--- config.mk ---
export PLATFORM = sky130hd
export DESIGN_NAME = cpi_host
export DESIGN_NICKNAME = d
export VERILOG_FILES = /design/src/hdl/cpi_pkg.sv /design/src/hdl/cpi_pick.sv /design/src/hdl/cpi_fifo.sv /design/src/hdl/cpi_host.sv
export SDC_FILE = /design/constraint.sdc
export NUM_CORES = 1
export LEC_CHECK = 0
export ABC_AREA = 1
export BUFFER_PORTS_ARGS = -buffer_cell sky130_fd_sc_hd__buf_4
export CAP_MARGIN = 20
export CORE_MARGIN = 2
export CORE_UTILIZATION = 38
export CTS_CLUSTER_DIAMETER = 60
export CTS_CLUSTER_SIZE = 28
export DETAILED_ROUTE_END_ITERATION = 6
export SYNTH_ARGS = -nofsm -noshare
export SYNTH_HDL_FRONTEND = slang
export SYNTH_HIERARCHICAL = 1
export SYNTH_SLANG_ARGS = --single-unit
export TNS_END_PERCENT = 50
--- constraint.sdc ---
create_clock -name mclk_i -period 25.3 [get_ports mclk_i]
set_clock_uncertainty 0.1 [all_clocks]
set_input_delay 5.06 -clock mclk_i [delete_from_list [all_inputs] [get_ports mclk_i]]
set_output_delay 5.06 -clock mclk_i [all_outputs]
set_load 0.02 [all_outputs]
--- src/hdl/cpi_pkg.sv ---
// Purpose: shared constants and types of the coprocessor primitive host sequencer
// Assumes: one clock, coprocessor slot port on the same clock as this logic
// Notes:   slot offsets are byte offsets inside the coprocessor's register set
// How it works
// - opcode word goes to slot 08 on request
// - command word written to slot 0a starts general
// - busy abandons attempt, instruction restarts from start
// - pending interrupts serviced first, then restart
// - breakpoint start plus busy plus interrupt repeats breakpoint
// - control register moves one long word by direction
// - register list primitive moves long words, both categories
// - register list, conditional, come-again clear: protocol violation
// - select mask low byte data, high byte address
// - order data seven to zero, then address
// - direction picks write-out or read-in per register
// - coprocessor list moves zero to sixteen operands
// - coprocessor list in conditional: protocol violation
// - odd operand length: protocol violation
package cpi_pkg;

  // slot offsets inside the coprocessor register set
  localparam logic [4:0] OFF_RESP    = 5'h00;  // response slot
  localparam logic [4:0] OFF_OPWORD  = 5'h08;  // opcode_word_slot
  localparam logic [4:0] OFF_CMD     = 5'h0a;  // command_word_slot
  localparam logic [4:0] OFF_COND    = 5'h0e;  // condition slot
  localparam logic [4:0] OFF_OPERAND = 5'h10;  // operand slot, long words
  localparam logic [4:0] OFF_SELECT  = 5'h14;  // transfer_select_mask

  // response word field positions
  localparam int BIT_COME_AGAIN = 15;  // come_again_flag
  localparam int BIT_PC_PASS    = 14;  // pc_pass_flag
  localparam int BIT_DIR        = 13;  // transfer_direction_flag
  localparam int KIND_HI        = 12;  // primitive kind field, top bit
  localparam int KIND_LO        = 8;   // primitive kind field, low bit

  // primitive kinds held in bits 12..8
  localparam logic [4:0] KIND_MREG = 5'h06;  // data/address register list
  localparam logic [4:0] KIND_MCR  = 5'h01;  // coprocessor register list
  localparam logic [4:0] KIND_BUSY = 5'h10;  // busy
  localparam logic [4:0] KIND_OPW  = 5'h11;  // transfer opcode word
  localparam logic [4:0] KIND_CTL  = 5'h12;  // single control register

  localparam logic [15:0] RST_WORD = 16'h0000;  // reset of held words
  localparam int          IDX_W    = 12;        // register reference width
  localparam int          FIFO_D   = 8;         // inbound operand fifo depth

  // sequencer states, gray along the usual path
  typedef enum logic [3:0] {
    S_IDLE = 4'h0, S_START = 4'h1, S_RESP = 4'h3, S_DISP = 4'h2,
    S_SEL  = 4'h6, S_PICK  = 4'h7, S_CHK  = 4'h5, S_PUT  = 4'h4,
    S_GET  = 4'hc, S_NEXT  = 4'hd, S_OPW  = 4'hf, S_IRQ  = 4'he
  } cpi_state_type;

  // how an instruction ended
  typedef enum logic [2:0] {
    ST_OK = 3'h0, ST_PROTO = 3'h1, ST_FLINE = 3'h2, ST_EA = 3'h3, ST_OTHER = 3'h4
  } cpi_status_type;

  typedef struct packed {
    logic        cond;     // conditional category when set
    logic        brk;      // started by a breakpoint acknowledge cycle
    logic [15:0] opcode;   // instruction opcode word
    logic [15:0] cmdword;  // command or condition word
  } cpi_cmd_type;

  typedef struct packed {
    logic        req;      // held until ack
    logic        wr;       // write when set
    logic        long_op;  // long word access when set
    logic [4:0]  addr;     // slot offset
    logic [31:0] wdata;    // write data, words in low half
  } cpi_cir_type;

  typedef struct packed {
    logic             ctl;  // control register when set
    logic [IDX_W-1:0] idx;  // 0..7 data, 8..15 address, or control code
  } cpi_ref_type;

  typedef struct packed {
    cpi_ref_type dst;   // destination register
    logic [31:0] data;  // long word operand
  } cpi_wb_type;

  typedef struct packed {
    cpi_status_type status;  // end reason
    logic [15:0]    prim;    // last primitive word
    logic [4:0]     count;   // operands to move for the address engine
    logic [7:0]     len;     // operand byte length
  } cpi_result_type;

endpackage

--- src/hdl/cpi_pick.sv ---
// Purpose: finds the highest set bit of a group
// Assumes: W is a power of two
// Notes:   purely combinational
`timescale 1ns/10ps
module cpi_pick #(
  parameter int W = 8
) (
  input  wire logic [W-1:0]         bits_i,   // candidate bits
  output logic                      found_o,  // any bit set
  output logic [$clog2(W)-1:0]      idx_o     // highest set position
);
  // ascending scan so the highest set bit wins
  always_comb begin
    found_o = 1'b0;
    idx_o   = '0;
    for (int i = 0; i < W; i++) begin
      if (bits_i[i]) begin
        found_o = 1'b1;
        idx_o   = ($clog2(W))'(i);
      end
    end
  end
endmodule // cpi_pick

--- src/hdl/cpi_fifo.sv ---
// Purpose: small operand fifo with valid/ready on both sides
// Assumes: DEPTH is a power of two
// Notes:   out_data is the head entry, valid while out_valid is high
`timescale 1ns/10ps
module cpi_fifo #(
  parameter int W     = 45,
  parameter int DEPTH = 8
) (
  input  wire logic         mclk_i,       // clock
  input  wire logic         rst_i,        // async reset, high
  input  wire logic         in_valid_i,   // push request
  output logic              in_ready_o,   // room left
  input  wire logic [W-1:0] in_data_i,    // pushed word
  output logic              out_valid_o,  // head present
  input  wire logic         out_ready_i,  // pop request
  output logic [W-1:0]      out_data_o    // head word
);
  localparam int AW = $clog2(DEPTH);

  typedef struct packed {
    logic [DEPTH-1:0][W-1:0] mem;  // storage
    logic [AW-1:0]           wp;   // write pointer
    logic [AW-1:0]           rp;   // read pointer
    logic [AW:0]             cnt;  // entries held
  } cpi_fifo_type;

  cpi_fifo_type st, next_st;
  logic         push, pop;

  assign in_ready_o  = st.cnt != (AW+1)'(DEPTH);
  assign out_valid_o = st.cnt != '0;
  assign out_data_o  = st.mem[st.rp];

  // pointer and count update; push and pop may share a cycle
  always_comb begin
    next_st = st;
    push    = in_valid_i && in_ready_o;
    pop     = out_ready_i && out_valid_o;
    if (push) begin
      next_st.mem[st.wp] = in_data_i;
      next_st.wp         = st.wp + 1'b1;
    end
    if (pop) begin
      next_st.rp = st.rp + 1'b1;
    end
    if (push && !pop) begin
      next_st.cnt = st.cnt + 1'b1;
    end else if (pop && !push) begin
      next_st.cnt = st.cnt - 1'b1;
    end
  end

  always_ff @(posedge mclk_i or posedge rst_i) begin
    if (rst_i) begin
      st <= '0;
    end else begin
      st <= next_st;
    end
  end
endmodule // cpi_fifo

--- src/hdl/cpi_host.sv ---
// Purpose: processor-side sequencer that starts coprocessor instructions and
//          serves the busy, opcode-word and register transfer primitives
// Assumes: the slot port and the core register file share mclk_i
// Notes:   coprocessor list transfers are handed to the address engine
`timescale 1ns/10ps
module cpi_host
  import cpi_pkg::*;
(
  input  wire logic                    mclk_i,         // 20 MHz clock
  input  wire logic                    rst_i,          // async reset, high
  input  wire logic                    start_i,        // begin an instruction
  input  wire cpi_pkg::cpi_cmd_type    cmd_i,          // instruction taken on start
  output cpi_pkg::cpi_cmd_type         cmd_o,          // instruction held
  output logic                         active_o,       // sequencer not idle
  input  wire logic                    irq_pending_i,  // core has an interrupt waiting
  input  wire logic                    irq_done_i,     // core finished interrupt entry
  output logic                         irq_take_o,     // core must service interrupts
  output logic                         brk_repeat_o,   // rerun breakpoint acknowledge
  output cpi_pkg::cpi_cir_type         cir_o,          // slot access request
  input  wire logic                    cir_ack_i,      // slot access done
  input  wire logic [31:0]             cir_rdata_i,    // slot read data
  output cpi_pkg::cpi_ref_type         rd_ref_o,       // register to read
  input  wire logic [31:0]             rd_data_i,      // its value, same cycle
  input  wire logic                    rd_bad_i,       // control code not valid
  output cpi_pkg::cpi_wb_type          wr_o,           // register write-back
  output logic                         wr_valid_o,     // write-back present
  input  wire logic                    wr_ready_i,     // core takes write-back
  output logic                         done_o,         // end pulse
  output cpi_pkg::cpi_result_type      result_o        // end report
);
  import cpi_pkg::*;

  typedef struct packed {
    cpi_state_type  state;     // sequencer state
    logic           active;    // mirror of state != idle
    cpi_cmd_type    ins;       // instruction in progress
    cpi_cir_type    coproc_iface_register;       // slot request
    logic [15:0]    prim;      // last primitive word
    logic [15:0]    mask;      // registers still to move
    cpi_ref_type    rd_ref;    // register being moved
    logic           irq_take;  // interrupt service request
    logic           brk_rep;   // breakpoint repeat pulse
    logic           done;      // end pulse
    cpi_result_type res;       // end report
    logic           wr_valid;  // write-back stage full
    cpi_wb_type     wr;        // write-back stage
  } cpi_host_type;

  cpi_host_type   st, next;
  logic           fifo_push, fifo_in_ready, fifo_out_valid, wb_take;
  cpi_wb_type     fifo_in, fifo_out;
  logic           d_found, a_found, fin_now;
  logic [2:0]     d_idx, a_idx;
  logic [3:0]     pidx;
  logic [4:0]     kind;
  logic           ca, dr;
  cpi_status_type fin_code;

  // slot request builder
  function automatic cpi_cir_type slot_op(input logic wr, input logic lng,
                                          input logic [4:0] addr, input logic [31:0] data);
    cpi_cir_type c;
    c.req     = 1'b1;
    c.wr      = wr;
    c.long_op = lng;
    c.addr    = addr;
    c.wdata   = data;
    return c;
  endfunction

  // write that starts or restarts an instruction
  function automatic cpi_cir_type start_op(input cpi_cmd_type c);
    return slot_op(1'b1, 1'b0, c.cond ? OFF_COND : OFF_CMD, {16'h0000, c.cmdword});
  endfunction

  // inbound operands queue here so a slow register file stalls the slot reads only once eight are held
  cpi_fifo #(
    .W     ($bits(cpi_wb_type)),
    .DEPTH (FIFO_D)
  ) u_fifo (
    .mclk_i      (mclk_i),
    .rst_i       (rst_i),
    .in_valid_i  (fifo_push),
    .in_ready_o  (fifo_in_ready),
    .in_data_i   (fifo_in),
    .out_valid_o (fifo_out_valid),
    .out_ready_i (wb_take),
    .out_data_o  (fifo_out)
  );

  // highest selected data register first, then address registers
  cpi_pick #(.W(8)) u_pick_d (.bits_i(st.mask[7:0]),  .found_o(d_found), .idx_o(d_idx));
  cpi_pick #(.W(8)) u_pick_a (.bits_i(st.mask[15:8]), .found_o(a_found), .idx_o(a_idx));

  assign pidx = d_found ? {1'b0, d_idx} : {1'b1, a_idx};
  assign kind = st.prim[KIND_HI:KIND_LO];
  assign ca   = st.prim[BIT_COME_AGAIN];
  assign dr   = st.prim[BIT_DIR];

  // next-state calculation for the whole sequencer
  always_comb begin
    next      = st;
    next.done    = 1'b0;
    next.brk_rep = 1'b0;
    fifo_push = 1'b0;
    fifo_in   = '{dst: st.rd_ref, data: cir_rdata_i};
    fin_now   = 1'b0;
    fin_code  = ST_OK;
    // write-back stage drains the fifo one entry per accepted word
    wb_take = fifo_out_valid && (!st.wr_valid || wr_ready_i);
    if (st.wr_valid && wr_ready_i) begin
      next.wr_valid = 1'b0;
    end
    if (wb_take) begin
      next.wr_valid = 1'b1;
      next.wr       = fifo_out;
    end
    // a slot request stays up until acknowledged
    if (cir_ack_i) begin
      next.coproc_iface_register.req = 1'b0;
    end
    unique case (st.state)
      S_IDLE: begin
        if (start_i) begin
          next.ins   = cmd_i;
          next.coproc_iface_register   = start_op(cmd_i);
          next.state = S_START;
        end
      end
      S_START: begin
        if (cir_ack_i) begin
          next.coproc_iface_register   = slot_op(1'b0, 1'b0, OFF_RESP, 32'h0000_0000);
          next.state = S_RESP;
        end
      end
      S_RESP: begin
        if (cir_ack_i) begin
          next.prim  = cir_rdata_i[15:0];
          next.state = S_DISP;
        end
      end
      S_DISP: begin
        // decode the primitive kind; unknown kinds go back to the core
        if (kind == KIND_BUSY) begin
          if (irq_pending_i) begin
            next.irq_take = 1'b1;
            next.state    = S_IRQ;
          end else begin
            next.coproc_iface_register   = start_op(st.ins);
            next.state = S_START;
          end
        end else if (kind == KIND_OPW) begin
          next.coproc_iface_register   = slot_op(1'b1, 1'b0, OFF_OPWORD, {16'h0000, st.ins.opcode});
          next.state = S_OPW;
        end else if (kind == KIND_CTL) begin
          next.rd_ref.ctl = 1'b1;
          next.coproc_iface_register        = slot_op(1'b0, 1'b0, OFF_SELECT, 32'h0000_0000);
          next.state      = S_SEL;
        end else if (kind == KIND_MREG && st.prim[7:0] == 8'h00) begin
          if (st.ins.cond && !ca) begin
            fin_now  = 1'b1;
            fin_code = ST_PROTO;
          end else begin
            next.rd_ref.ctl = 1'b0;
            next.coproc_iface_register        = slot_op(1'b0, 1'b0, OFF_SELECT, 32'h0000_0000);
            next.state      = S_SEL;
          end
        end else if (kind == KIND_MCR) begin
          if (st.ins.cond || st.prim[0]) begin
            fin_now  = 1'b1;
            fin_code = ST_PROTO;
          end else begin
            next.coproc_iface_register   = slot_op(1'b0, 1'b0, OFF_SELECT, 32'h0000_0000);
            next.state = S_SEL;
          end
        end else begin
          fin_now  = 1'b1;
          fin_code = ST_OTHER;
        end
      end
      S_OPW: begin
        if (cir_ack_i) begin
          next.state = S_NEXT;
        end
      end
      S_SEL: begin
        if (cir_ack_i) begin
          if (kind == KIND_MCR) begin
            next.res.count = 5'($countones(cir_rdata_i[15:0]));
            next.res.len   = st.prim[7:0];
            fin_now        = 1'b1;
            fin_code       = ST_EA;
          end else if (st.rd_ref.ctl) begin
            next.rd_ref.idx = cir_rdata_i[IDX_W-1:0];
            next.state      = S_CHK;
          end else begin
            next.mask  = cir_rdata_i[15:0];
            next.state = S_PICK;
          end
        end
      end
      S_PICK: begin
        if (!d_found && !a_found) begin
          next.state = S_NEXT;
        end else begin
          next.rd_ref.idx  = {8'h00, pidx};
          next.mask[pidx]  = 1'b0;
          next.state       = S_CHK;
        end
      end
      S_CHK: begin
        // register index settled last cycle, so rd_data_i is its value now
        if (st.rd_ref.ctl && rd_bad_i) begin
          fin_now  = 1'b1;
          fin_code = ST_FLINE;
        end else if (!dr) begin
          next.coproc_iface_register   = slot_op(1'b1, 1'b1, OFF_OPERAND, rd_data_i);
          next.state = S_PUT;
        end else if (fifo_in_ready) begin
          next.coproc_iface_register   = slot_op(1'b0, 1'b1, OFF_OPERAND, 32'h0000_0000);
          next.state = S_GET;
        end
      end
      S_PUT: begin
        if (cir_ack_i) begin
          next.state = st.rd_ref.ctl ? S_NEXT : S_PICK;
        end
      end
      S_GET: begin
        // only one read is ever outstanding, so the room checked stays free
        if (cir_ack_i) begin
          fifo_push  = 1'b1;
          next.state = st.rd_ref.ctl ? S_NEXT : S_PICK;
        end
      end
      S_NEXT: begin
        if (ca) begin
          next.coproc_iface_register   = slot_op(1'b0, 1'b0, OFF_RESP, 32'h0000_0000);
          next.state = S_RESP;
        end else begin
          fin_now  = 1'b1;
          fin_code = ST_OK;
        end
      end
      S_IRQ: begin
        // restart only after interrupt entry; breakpoint start reruns the cycle
        if (irq_done_i) begin
          next.irq_take = 1'b0;
          next.brk_rep  = st.ins.brk;
          next.coproc_iface_register      = start_op(st.ins);
          next.state    = S_START;
        end
      end
      default: begin
        next.state = S_IDLE;
      end
    endcase
    if (fin_now) begin
      next.done       = 1'b1;
      next.res.status = fin_code;
      next.res.prim   = st.prim;
      next.state      = S_IDLE;
    end
    next.active = next.state != S_IDLE;
  end

  // single register for all state
  always_ff @(posedge mclk_i or posedge rst_i) begin
    if (rst_i) begin
      st <= '0;
    end else begin
      st <= next;
    end
  end

  assign cmd_o        = st.ins;
  assign active_o     = st.active;
  assign irq_take_o   = st.irq_take;
  assign brk_repeat_o = st.brk_rep;
  assign cir_o        = st.coproc_iface_register;
  assign rd_ref_o     = st.rd_ref;
  assign wr_o         = st.wr;
  assign wr_valid_o   = st.wr_valid;
  assign done_o       = st.done;
  assign result_o     = st.res;
endmodule // cpi_host

### Yosys cells after proc, flatten, opt, wreduce, memory -nomap -nowiden

Index checks and enable logic that the tools add are counted.

| word-level totals | value |
|---|---|
| word-level logic and storage cells | 269 |
| memory bits (read-only) | 0 |
| input bits | 106 |
| memories | 0 |
| register bits after elaboration | 575 |
| output and inout bits | 169 |
| latch bits | 0 |
| memory bits (writable) | 0 |

| operators by class | value |
|---|---|
| reductions and logical operators | 39 |
| divide/modulo/power cells | 0 |
| $lt $le $gt $ge | 5 |
| bitwise gates (word level) | 4 |
| shift-type cells | 0 |
| muxes and demuxes | 130 |
| add/sub/neg operators | 19 |
| eq/ne operators | 35 |
| multiply operators | 0 |

Operator list:

| cell | count |
|---|---|
| $mux W40 | 15 |
| $bwmux W360 | 1 |
| $pmux W40 S6 | 1 |
| $bmux W45 S3 | 1 |
| $demux W45 S3 | 1 |
| $mux W4 | 26 |
| $mux W45 | 2 |
| $mux W16 | 4 |
| $mux W12 | 4 |
| $mux W46 | 1 |
| $mux W3 | 15 |
| $pmux W4 S11 | 1 |
| $mux W1 | 42 |
| $pmux W16 S2 | 1 |
| $ne A2 B2 Y1 const B | 13 |
| $pmux W12 S2 | 1 |
| $mux W20 | 1 |
| $mux W2 | 9 |
| $ne A6 B6 Y1 const B | 3 |
| $add A1 B1 Y2 | 8 |
| $and A16 B16 Y16 | 1 |
| $eq A4 B3 Y1 const B | 4 |
| $eq A4 B4 Y1 const B | 4 |
| $not A16 Y16 | 1 |
| other kinds (37) | 72 |

### Depth between registers and ports, before layout

Gate-level depths: netlist (run 1).

| logic depth | value |
|---|---|
| depth after elaboration | 17 |
| gate-level depth with buffers | 16 |
| gate-level depth less buffers | 14 |

### Modules after synthesis

The synthesis (run 1) kept the hierarchy.

By module, submodules not included:

| module | area each (µm²) | seq. area each (µm²) | instances | cells each |
|---|---|---|---|---|
| cpi_fifo | 20,219.4 | 9,258.9 | 1 | 2,912 |
| cpi_host | 10,515.1 | 5,104.9 | 1 | 1,294 |
| cpi_pick | 77.6 | 0.0 | 2 | 20 |

### Worst setup path after synthesis (run 1)

No wires, ideal clock.

| timing path | value |
|---|---|
| path kind | input port to flip-flop |
| from | in cir_rdata_i[5] |
| to | reg st, in the netlist result_o[10] |
| setup time | 0.084 ns |
| stages on the path | 11 |
| buffers on the path | 0 |
| arrival | 7.966 ns |
| required time | 25.116 ns |
| path slack | 17.150 ns |
| cells stage by stage | fa_1 inv_1 fa_1 fa_1 fa_1 inv_1 ha_1 inv_1 fa_1 xor2_1 o21ai_0 |

| between the ends | value |
|---|---|
| word-level cells in the longest chain between the ends | 4 |

Ends and longest elaborated chain:

| element | RTL line | source |
|---|---|---|
| from (decl) | cpi_host.sv:21 | `input wire logic [31:0] cir_rdata_i,` |
| $add A1 B1 Y2 (implied by the code) | cpi_host.sv:189 | `next.res.count = 5'($countones(cir_rdata_i[15:0]));` |
| $add A2 B2 Y3 (implied by the code) | cpi_host.sv:189 |  |
| $add A3 B3 Y4 (implied by the code) | cpi_host.sv:189 |  |
| $add A4 B4 Y5 (implied by the code) | cpi_host.sv:189 |  |
| to (signal assigned) | cpi_host.sv:272 | `st <= next;` |
| to (decl) | cpi_host.sv:49 | `cpi_host_type st, next;` |

Every way passes these cells.
A chain may end at the register's enable or synchronous reset.

### Worst setup path after layout (run 1)

| timing path | value |
|---|---|
| from | in cir_ack_i |
| to | reg u_fifo/st[263] in the netlist's numbering |

| between the ends | value |
|---|---|
| word-level cells in the longest chain between the ends | 3 |

Ends and longest elaborated chain:

| element | RTL line | source |
|---|---|---|
| from (decl) | cpi_host.sv:20 | `input wire logic cir_ack_i,` |
| $mux W1 | cpi_host.sv:231 | `if (cir_ack_i) begin` |
| $mux W1 | cpi_host.sv:122 | `unique case (st.state)` |
| net fifo_push | cpi_host.sv:50 | `logic fifo_push, fifo_in_ready, fifo_out_valid, wb_take;` |
| $logic_and A1 B1 Y1 | cpi_fifo.sv:37 | `push = in_valid_i && in_ready_o;` |
| to (signal assigned) | cpi_fifo.sv:57 | `st <= next_st;` |
| to (decl) | cpi_fifo.sv:27 | `cpi_fifo_type st, next_st;` |

The timed path passes the listed nets, and every way through them passes these cells.

==> results of run 1 <==
## path summary, 6_finish.rpt
path	endpoint	startpoint	slack [ns]	cells after the start
min	u_fifo/st[255]$_DFFE_PP0P_	u_fifo/st[255]$_DFFE_PP0P_	0.37	2
max	u_fifo/st[263]$_DFFE_PP0P_	cir_ack_i	16.93	9
min reg2reg	u_fifo/st[255]$_DFFE_PP0P_	u_fifo/st[255]$_DFFE_PP0P_	0.37	2
max in group asynchronous	u_fifo/st[72]$_DFFE_PP0P_	rst_i	18.51	4
min in group asynchronous	wr_o[33]$_DFFE_PP0P_	rst_i	4.47	2
max reg2reg	u_fifo/st[209]$_DFFE_PP0P_	u_fifo/st[0]$_DFFE_PP0P_	20.69	8
## worst register-to-register path: stages (launching register included)
cell	delay (ns)
dfrtp_1	0.44
nor2_1	0.12
nand3_4	0.30
buf_4	0.55
buf_4	0.75
buf_4	0.93
buf_4	0.98
nand4_1	0.27
nand2_1	0.12
## through the flow
step                power (mW)  utilization  std cells  hold slack, ns
floorplan                 2.51            -       4246           0.342
global placement          2.90        0.396       5154           0.353
detailed placement        2.92        0.396       5154           0.358
CTS                       3.78        0.419       5250           0.374
global route              4.03        0.419       5251           0.387
finish                    3.74        0.419       5251           0.370
## logic make-up after synthesis
family	after synthesis
compound gates	130
xor+xnor	8
mux	4
other cells	1
flops	574
simple gates	2744
buf+inv	764
fa+ha+maj	21
## placed cells by master (no fill, tap or decap), types with 7 or more instances in the layout
cell type	count
inv_1	288
a21oi_1	46
buf_4	310
o21ai_1	20
nand2_1	1872
inv_6	16
nor2_4	14
clkbuf_16	53
fa_1	11
ha_1	10
inv_2	7
dfrtp_1	571
o22ai_1	17
nand3_1	45
nand4_1	368
nor2_1	418
o21ai_0	36
## power by group through the flow
stage	clock, mW	combinational (mW)	sequential [mW]
6_report	0.850	1.60	1.29
5_1_grt	0.909	1.80	1.32
4_1_cts	0.871	1.61	1.29
3_5_place_dp	0	1.61	1.30
3_3_place_gp	0	1.60	1.30
2_1_floorplan	0	1.30	1.20
## cell type report
type                       count  area, µm²
clock buffer                  55       1350
clock inverter                41        455
fill                        8412      46800
inverter                     300       1150
multi-input combinational   2908      12700
sequential                   574      14400
tap                         1060       1330
timing repair buffer         313       2380
## sequential cells by signal (all words and copies together), names as in the netlist
| register | flops |
|---|---|
| cir_o | 39 |
| dr | 1 |
| result_o | 32 |
| done_o | 1 |
| kind | 5 |
| wr_valid_o | 1 |
| active_o | 1 |
| ca | 1 |
| brk_repeat_o | 1 |
| u_fifo/st | 370 |
| wr_o | 45 |
| cmd_o | 34 |
| rd_ref_o | 13 |
| irq_take_o | 1 |
| st | 29 |
## layer usage
metal  global-route usage  wire (µm)
met1                0.300      41100
met5                    0          0
met4               0.0562       2160
met2                0.386      45600
met3               0.0346       5240
==> metrics.md, run 1 <==
| Metric | Value |
|---|---|
| Row Count | `104` |
| FMAX | `119 MHz` |
| Compound-cell area share of the yosys netlist | `0.0230` |
| Crit-path leading delay family | `buffers and inverters` |
| Drt first pass iters | `5` |
| Top-count cell post-synth | `nand2_1` |
| Mux share of post-synthesis cell area | `0.00146` |
| Tot GR Track Use | `0.226` |
| Area contributors post-synth | `dfrtp_1, nand2_1, nand4_1, nor2_1, buf_4` |
| Gates resized, CTS repair | `0` |
| First-pass GRT wire length | `approximately 150000 µm` |
| CTS tree | `done` |
| Clk network pwr share | `0.227` |
| Critical path, cell by cell | `buf_4 -> nand3_1 -> nor2_4 -> buf_4 -> buf_4 -> buf_4 -> buf_4 -> nand4_1 -> nand2_1` |
| Adder-Cell Fraction of Synth Area | `0.0112` |
| Cell Area, Synth | `30900 µm²` |
| Post-DP HPWL | `54000 µm` |
| Clock sink total | `574` |
| Placer Congestion | `around 0.85` |
| Finished Cell Area | `approximately 34000 µm²` |
| Post-Syn Area per Cell | `roughly 7.3 µm²` |
| Simple-gate portion of the synthesized area | `0.373` |
| Arr. time, crit path | `~9 ns` |
| Critical Path End Type | `flop` |
| Status | `finished clean` |
| Critical Path RT | `25.77 ns` |
| Slew HR | `0.266` |
| Port bufs | `about 270` |
| Core Area | `between 80000 and 90000 µm²` |
| Post-CTS setup repair buffer count | `0` |
| Detailed router's first-iteration violation count | `around 2800` |
| Die Area | `83600 µm²` |
| I/O Pins | `275` |
| Crit start category | `input pin` |
| Max stage delay on crit path | `~0.88 ns` |
| Clk Latency, worst-skew pair | `0.64 ns` |
| WL/cell | `approximately 18 µm` |
| Critical path fanouts, max | `93` |
| Post-synthesis xor/xnor area fraction | `0.00227` |
| # DRC | `0` |
| Routed WL | `around 94000 µm` |
| Worst Tran Pin Value | `roughly 1.1 ns` |
| Combinational share of power | `0.428` |
| ANT nets after route | `0` |
| RSZ-0062 raised after global routing | `false` |
| Worst Slack Setup Final | `between 15 and 20 ns` |
| Syn Nets | `about 4400` |
| Via count | `approximately 26000` |
| Cell internal pwr | `just over 2 mW` |
| Ys flop type | `dfrtp_1` |
| H-tree depth | `2` |
| Crit path kind | `input pin to flop` |
| Post-synthesis sequential area ratio | `0.465` |
| Post-synth EDFFs | `0` |
| Worst Hold Class | `flop to flop` |
| Die width | `about 290 µm` |
| Number of global-route vias before repair | `roughly 25000` |
| Antenna Cells | `0` |
| Antenna violations before repair | `0` |
| Crit path top cell by count | `buf_4` |
| Leak | `around 19 nW` |
| Nets | `between 4000 and 5000` |
| Layout area overhead | `9.26%` |
| Pins Over Slew Limit | `0` |
| Crit path time final | `about 8.4 ns` |
| Slowest cell on the critical path | `buf_4` |
| Bufs on Longest Clock Path | `3` |
| WP buf/inv | `5` |
| GR Overflow Total | `0` |
| Most common library cells after synthesis | `nand2_1, dfrtp_1, nor2_1` |
| Worst vdd ir | `~120 µV` |
| #FFs+latches synth | `about 570` |
| Switching share of power | `0.458` |
| Setup TNS | `0 ns` |
| Final hold vios | `0` |
| Share of cells above drive strength 1 | `0.111` |
| DP Area | `between 30000 and 40000 µm²` |
| Combinational family with the most area after synthesis | `simple AND/OR/NAND/NOR gates` |
| Cells after Synth | `4246` |
| Part of the power in registers | `0.345` |
| Sw power | `approximately 1.7 mW` |
| CTS Hold Buffers Added | `0` |
| Max-cap violations | `0` |
| Vias per cell | `~5` |
| Clock-pin slew on the worst setup and hold paths | `roughly 0.080 ns` |
| Inserted Clock Buffers | `53` |
| Root Buffer | `clkbuf_16` |
| Initial Util | `0.383` |
| Fin crit share | `0.331` |
| Setup violations, final | `0` |
| Largest area contributor in the netlist | `dfrtp_1` |
| Pwr/cell area | `about 110 nW/µm²` |
| Ys async rst share | `1.00` |
| Synth unique cells | `41` |
| Largest net degree at the start of global routing | `about 230` |
| Post-synth top area share | `0.465` |
| Yosys warning count | `6` |
| Place WS | `16.39 ns` |
| Die Y | `roughly 290 µm` |
No activity file was read; power rests on OpenSTA's default activity.
==> inputs of run 2 (changes only) <==
- ABC_AREA: 1 -> 0
- clock period: 25.3 -> 7 ns (I/O delays scaled with it)
==> metrics.md, run 2 <==
| Metric | Value |
|---|---|
| Cells after Synth | `between 1500 and 2000` |
| #FFs+latches synth | `around 570` |
| Post-CTS setup repair buffer count | `0` |
| Share of cells above drive strength 1 | `0.469` |
| Critical Path RT | `approximately 7.4 ns` |
| Slew HR | `0.310` |
| Crit start category | `input pin` |
| Crit path kind | `input pin to flop` |
| # DRC | `0` |
| Met2 wire length | `about 33000 µm` |
| Clock-pin slew on the worst setup and hold paths | `around 0.090 ns` |
| Largest area contributor in the netlist | `dfrtp_1` |
| Slowest cell on the critical path | `fa_1` |
| Most frequent cells in the layout | `dfrtp_1, mux2_2, buf_4, nand2_1, mux4_2` |
| Hold depth | `1` |
| Worst Hold End | `cir_o[7]$_DFFE_PP0P_` |
| Placer Congestion | `approximately 0.82` |
| Most common cell after layout, fill and taps aside | `dfrtp_1` |
| Row Count | `98` |
| CTS tree | `done` |
| Max reg flops | `between 300 and 400` |
| Tot Pwr | `10.0 mW` |
| Post-Syn Area per Cell | `13.9 µm²` |
| Detailed router's first-iteration violation count | `roughly 1100` |
| Via count | `around 16000` |
| Fin crit share | `0.614` |
| Tot GR Track Use | `0.180` |
| Layout area overhead | `11.8%` |
| Antenna Cells | `0` |
| Largest net degree at the start of global routing | `between 150 and 200` |
| Setup violations, final | `0` |
| Leak | `15.3 nW` |
| Critical Path End Type | `flop` |
| Largest Register | `u_fifo/st` |
| Routed WL | `~67000 µm` |
| Post-synth EDFFs | `0` |
| Vias per cell | `between 5 and 6` |
| Crit path time final | `approximately 4.3 ns` |
| Synth unique cells | `70` |
| Area contributors post-synth | `dfrtp_1, mux2_2, mux4_2, buf_4, mux2_4` |
| Ys async rst share | `1.00` |
| Bufs on Longest Clock Path | `3` |
| Drt first pass iters | `5` |
| DR top layer | `met5` |
| HP Start | `cir_o[7]$_DFFE_PP0P_` |
| RSZ-0062 raised after global routing | `false` |
| Crit path top cell by count | `fa_1` |
| Arr. time, crit path | `4.71 ns` |
| # placed instances | `approximately 3000` |
| Max-cap violations | `0` |
| Critical path, cell by cell | `buf_4 -> inv_1 -> fa_1 -> fa_1 -> fa_1 -> fa_1 -> inv_1 -> ha_1 -> inv_1 -> fa_1 -> nor2b_1 -> o21ai_0 -> o21ai_0` |
| Nets | `2181` |
| Post-DP HPWL | `42900 µm` |
| Origin of the critical flop-to-flop path | `st[204]$_DFF_PP0_` |
| Gates resized, CTS repair | `0` |
| Worst Tran Pin Value | `slightly above 1 ns` |
| Inserted Clock Buffers | `43` |
| Status | `finished clean` |
| Met3 wire length | `between 3000 and 4000 µm` |
| Clock sink total | `between 500 and 600` |
| Syn Nets | `roughly 2100` |
| ANT nets after route | `0` |
| Final hold vios | `0` |
| Detailed-routing wirelength on met1 | `between 30000 and 40000 µm` |
| Top-count cell post-synth | `dfrtp_1` |
| Place WS | `roughly 2.1 ns` |
| Post-synthesis sequential area ratio | `0.523` |
| Worst Hold Class | `flop to flop` |
| Die width | `roughly 270 µm` |
| Initial Util | `0.384` |
| GR Overflow Total | `0` |
| WL/cell | `around 22 µm` |
| CTS Hold Buffers Added | `0` |
| Yosys warning count | `6` |
| Post-synth top area share | `0.523` |
| Post-Layout Cell Count | `3037` |
| Max stage delay on crit path | `0.56 ns` |
| Root Buffer | `clkbuf_16` |
| Port bufs | `roughly 270` |
| Worst vdd ir | `approximately 260 µV` |
| Pwr/cell area | `between 300 and 400 nW/µm²` |
| Die Y | `273 µm` |
| FF-to-FF End | `u_fifo/st[24]$_DFFE_PP0P_` |
| Number of global-route vias before repair | `~17000` |
| Die Area | `about 74000 µm²` |
| Critical path fanouts, max | `12` |
| Ys flop type | `dfrtp_1` |
| FMAX | `233 MHz` |
| Clk Latency, worst-skew pair | `0.61 ns` |
| H-tree depth | `2` |
| First-pass GRT wire length | `105000 µm` |
| Pins Over Slew Limit | `0` |
| Antenna violations before repair | `1` |
| Core Area | `between 70000 and 80000 µm²` |
| Worst Slack Setup Final | `~2.7 ns` |
| Hold slack final | `0.380 ns` |
| Most common library cells after synthesis | `dfrtp_1, mux2_2, nand2_1` |
| R2R depth | `6` |
| Flop-to-flop setup slack | `approximately 3.3 ns` |
| Cell Area, Synth | `27500 µm²` |
| I/O Pins | `between 200 and 300` |
[run 2: how the worst max path moves through the flow]
stage,slack [ns],cells past startpoint,endpoint,startpoint
after floorplan,-0.07,1,active_o$_DFF_PP0_,rst_i
after global placement,2.16,13,result_o[12]$_DFFE_PP0P_,cir_rdata_i[0]
after detailed placement,2.10,13,result_o[12]$_DFFE_PP0P_,cir_rdata_i[0]
after CTS,2.72,13,result_o[12]$_DFFE_PP0P_,cir_rdata_i[0]
after global routing,2.51,13,result_o[12]$_DFFE_PP0P_,cir_rdata_i[0]
final,2.70,13,result_o[12]$_DFFE_PP0P_,cir_rdata_i[0]
[run 2: layout make-up]
cell class              instances  area [µm²]
fillers                      6620       40900
inverters                      32         131
repair buffers                301        2320
clock inverters                30         400
well taps                     950        1190
clock buffers                  48        1160
multi-input cells            1102       11200
flip-flops and latches        574       14400
[run 2: cell families after synthesis]
| group | after synthesis | synth area share |
|---|---|---|
| mux | 580 | 0.285 |
| flops | 574 | 0.523 |
| simple gates | 307 | 0.0531 |
| buf+inv | 303 | 0.0732 |
| compound gates | 185 | 0.0507 |
| fa+ha+maj | 21 | 0.0126 |
| xor+xnor | 8 | 0.00255 |
| other cells | 1 | 0.000136 |
[run 2: stage by stage]
step                      utilization  cell area (µm²)  TNS, ns
after global placement          0.407            29200        0
after floorplan                     -            27500   -13.75
after CTS                       0.429            30700        0
after detailed placement        0.407            29200        0
after global routing            0.429            30700        0
final                           0.429            30700        0
[run 2: metal layers]
metal / vias to the layer above / global-route usage
met2: 335 / 0.298
li1: 7102 / -
met1: 8579 / 0.249
met4: 2 / 0.0385
met3: 72 / 0.0313
met5: - / 0
[run 2: where the power goes]
group	switching, mW	leakage [nW]	internal, mW
logic	1.66	6.75	1.29
clock network	1.38	0.733	1.36
registers	0.627	7.83	3.72
total	3.67	15.3	6.36
[run 2: critical path: cells and delay by family]
family	cells	cell delay, ns
AO/OA/AOI/OAI	2	0.21
adder cells (fa/ha/maj)	6	2.56
buffers and inverters	4	0.40
AND/OR/NAND/NOR	1	0.12
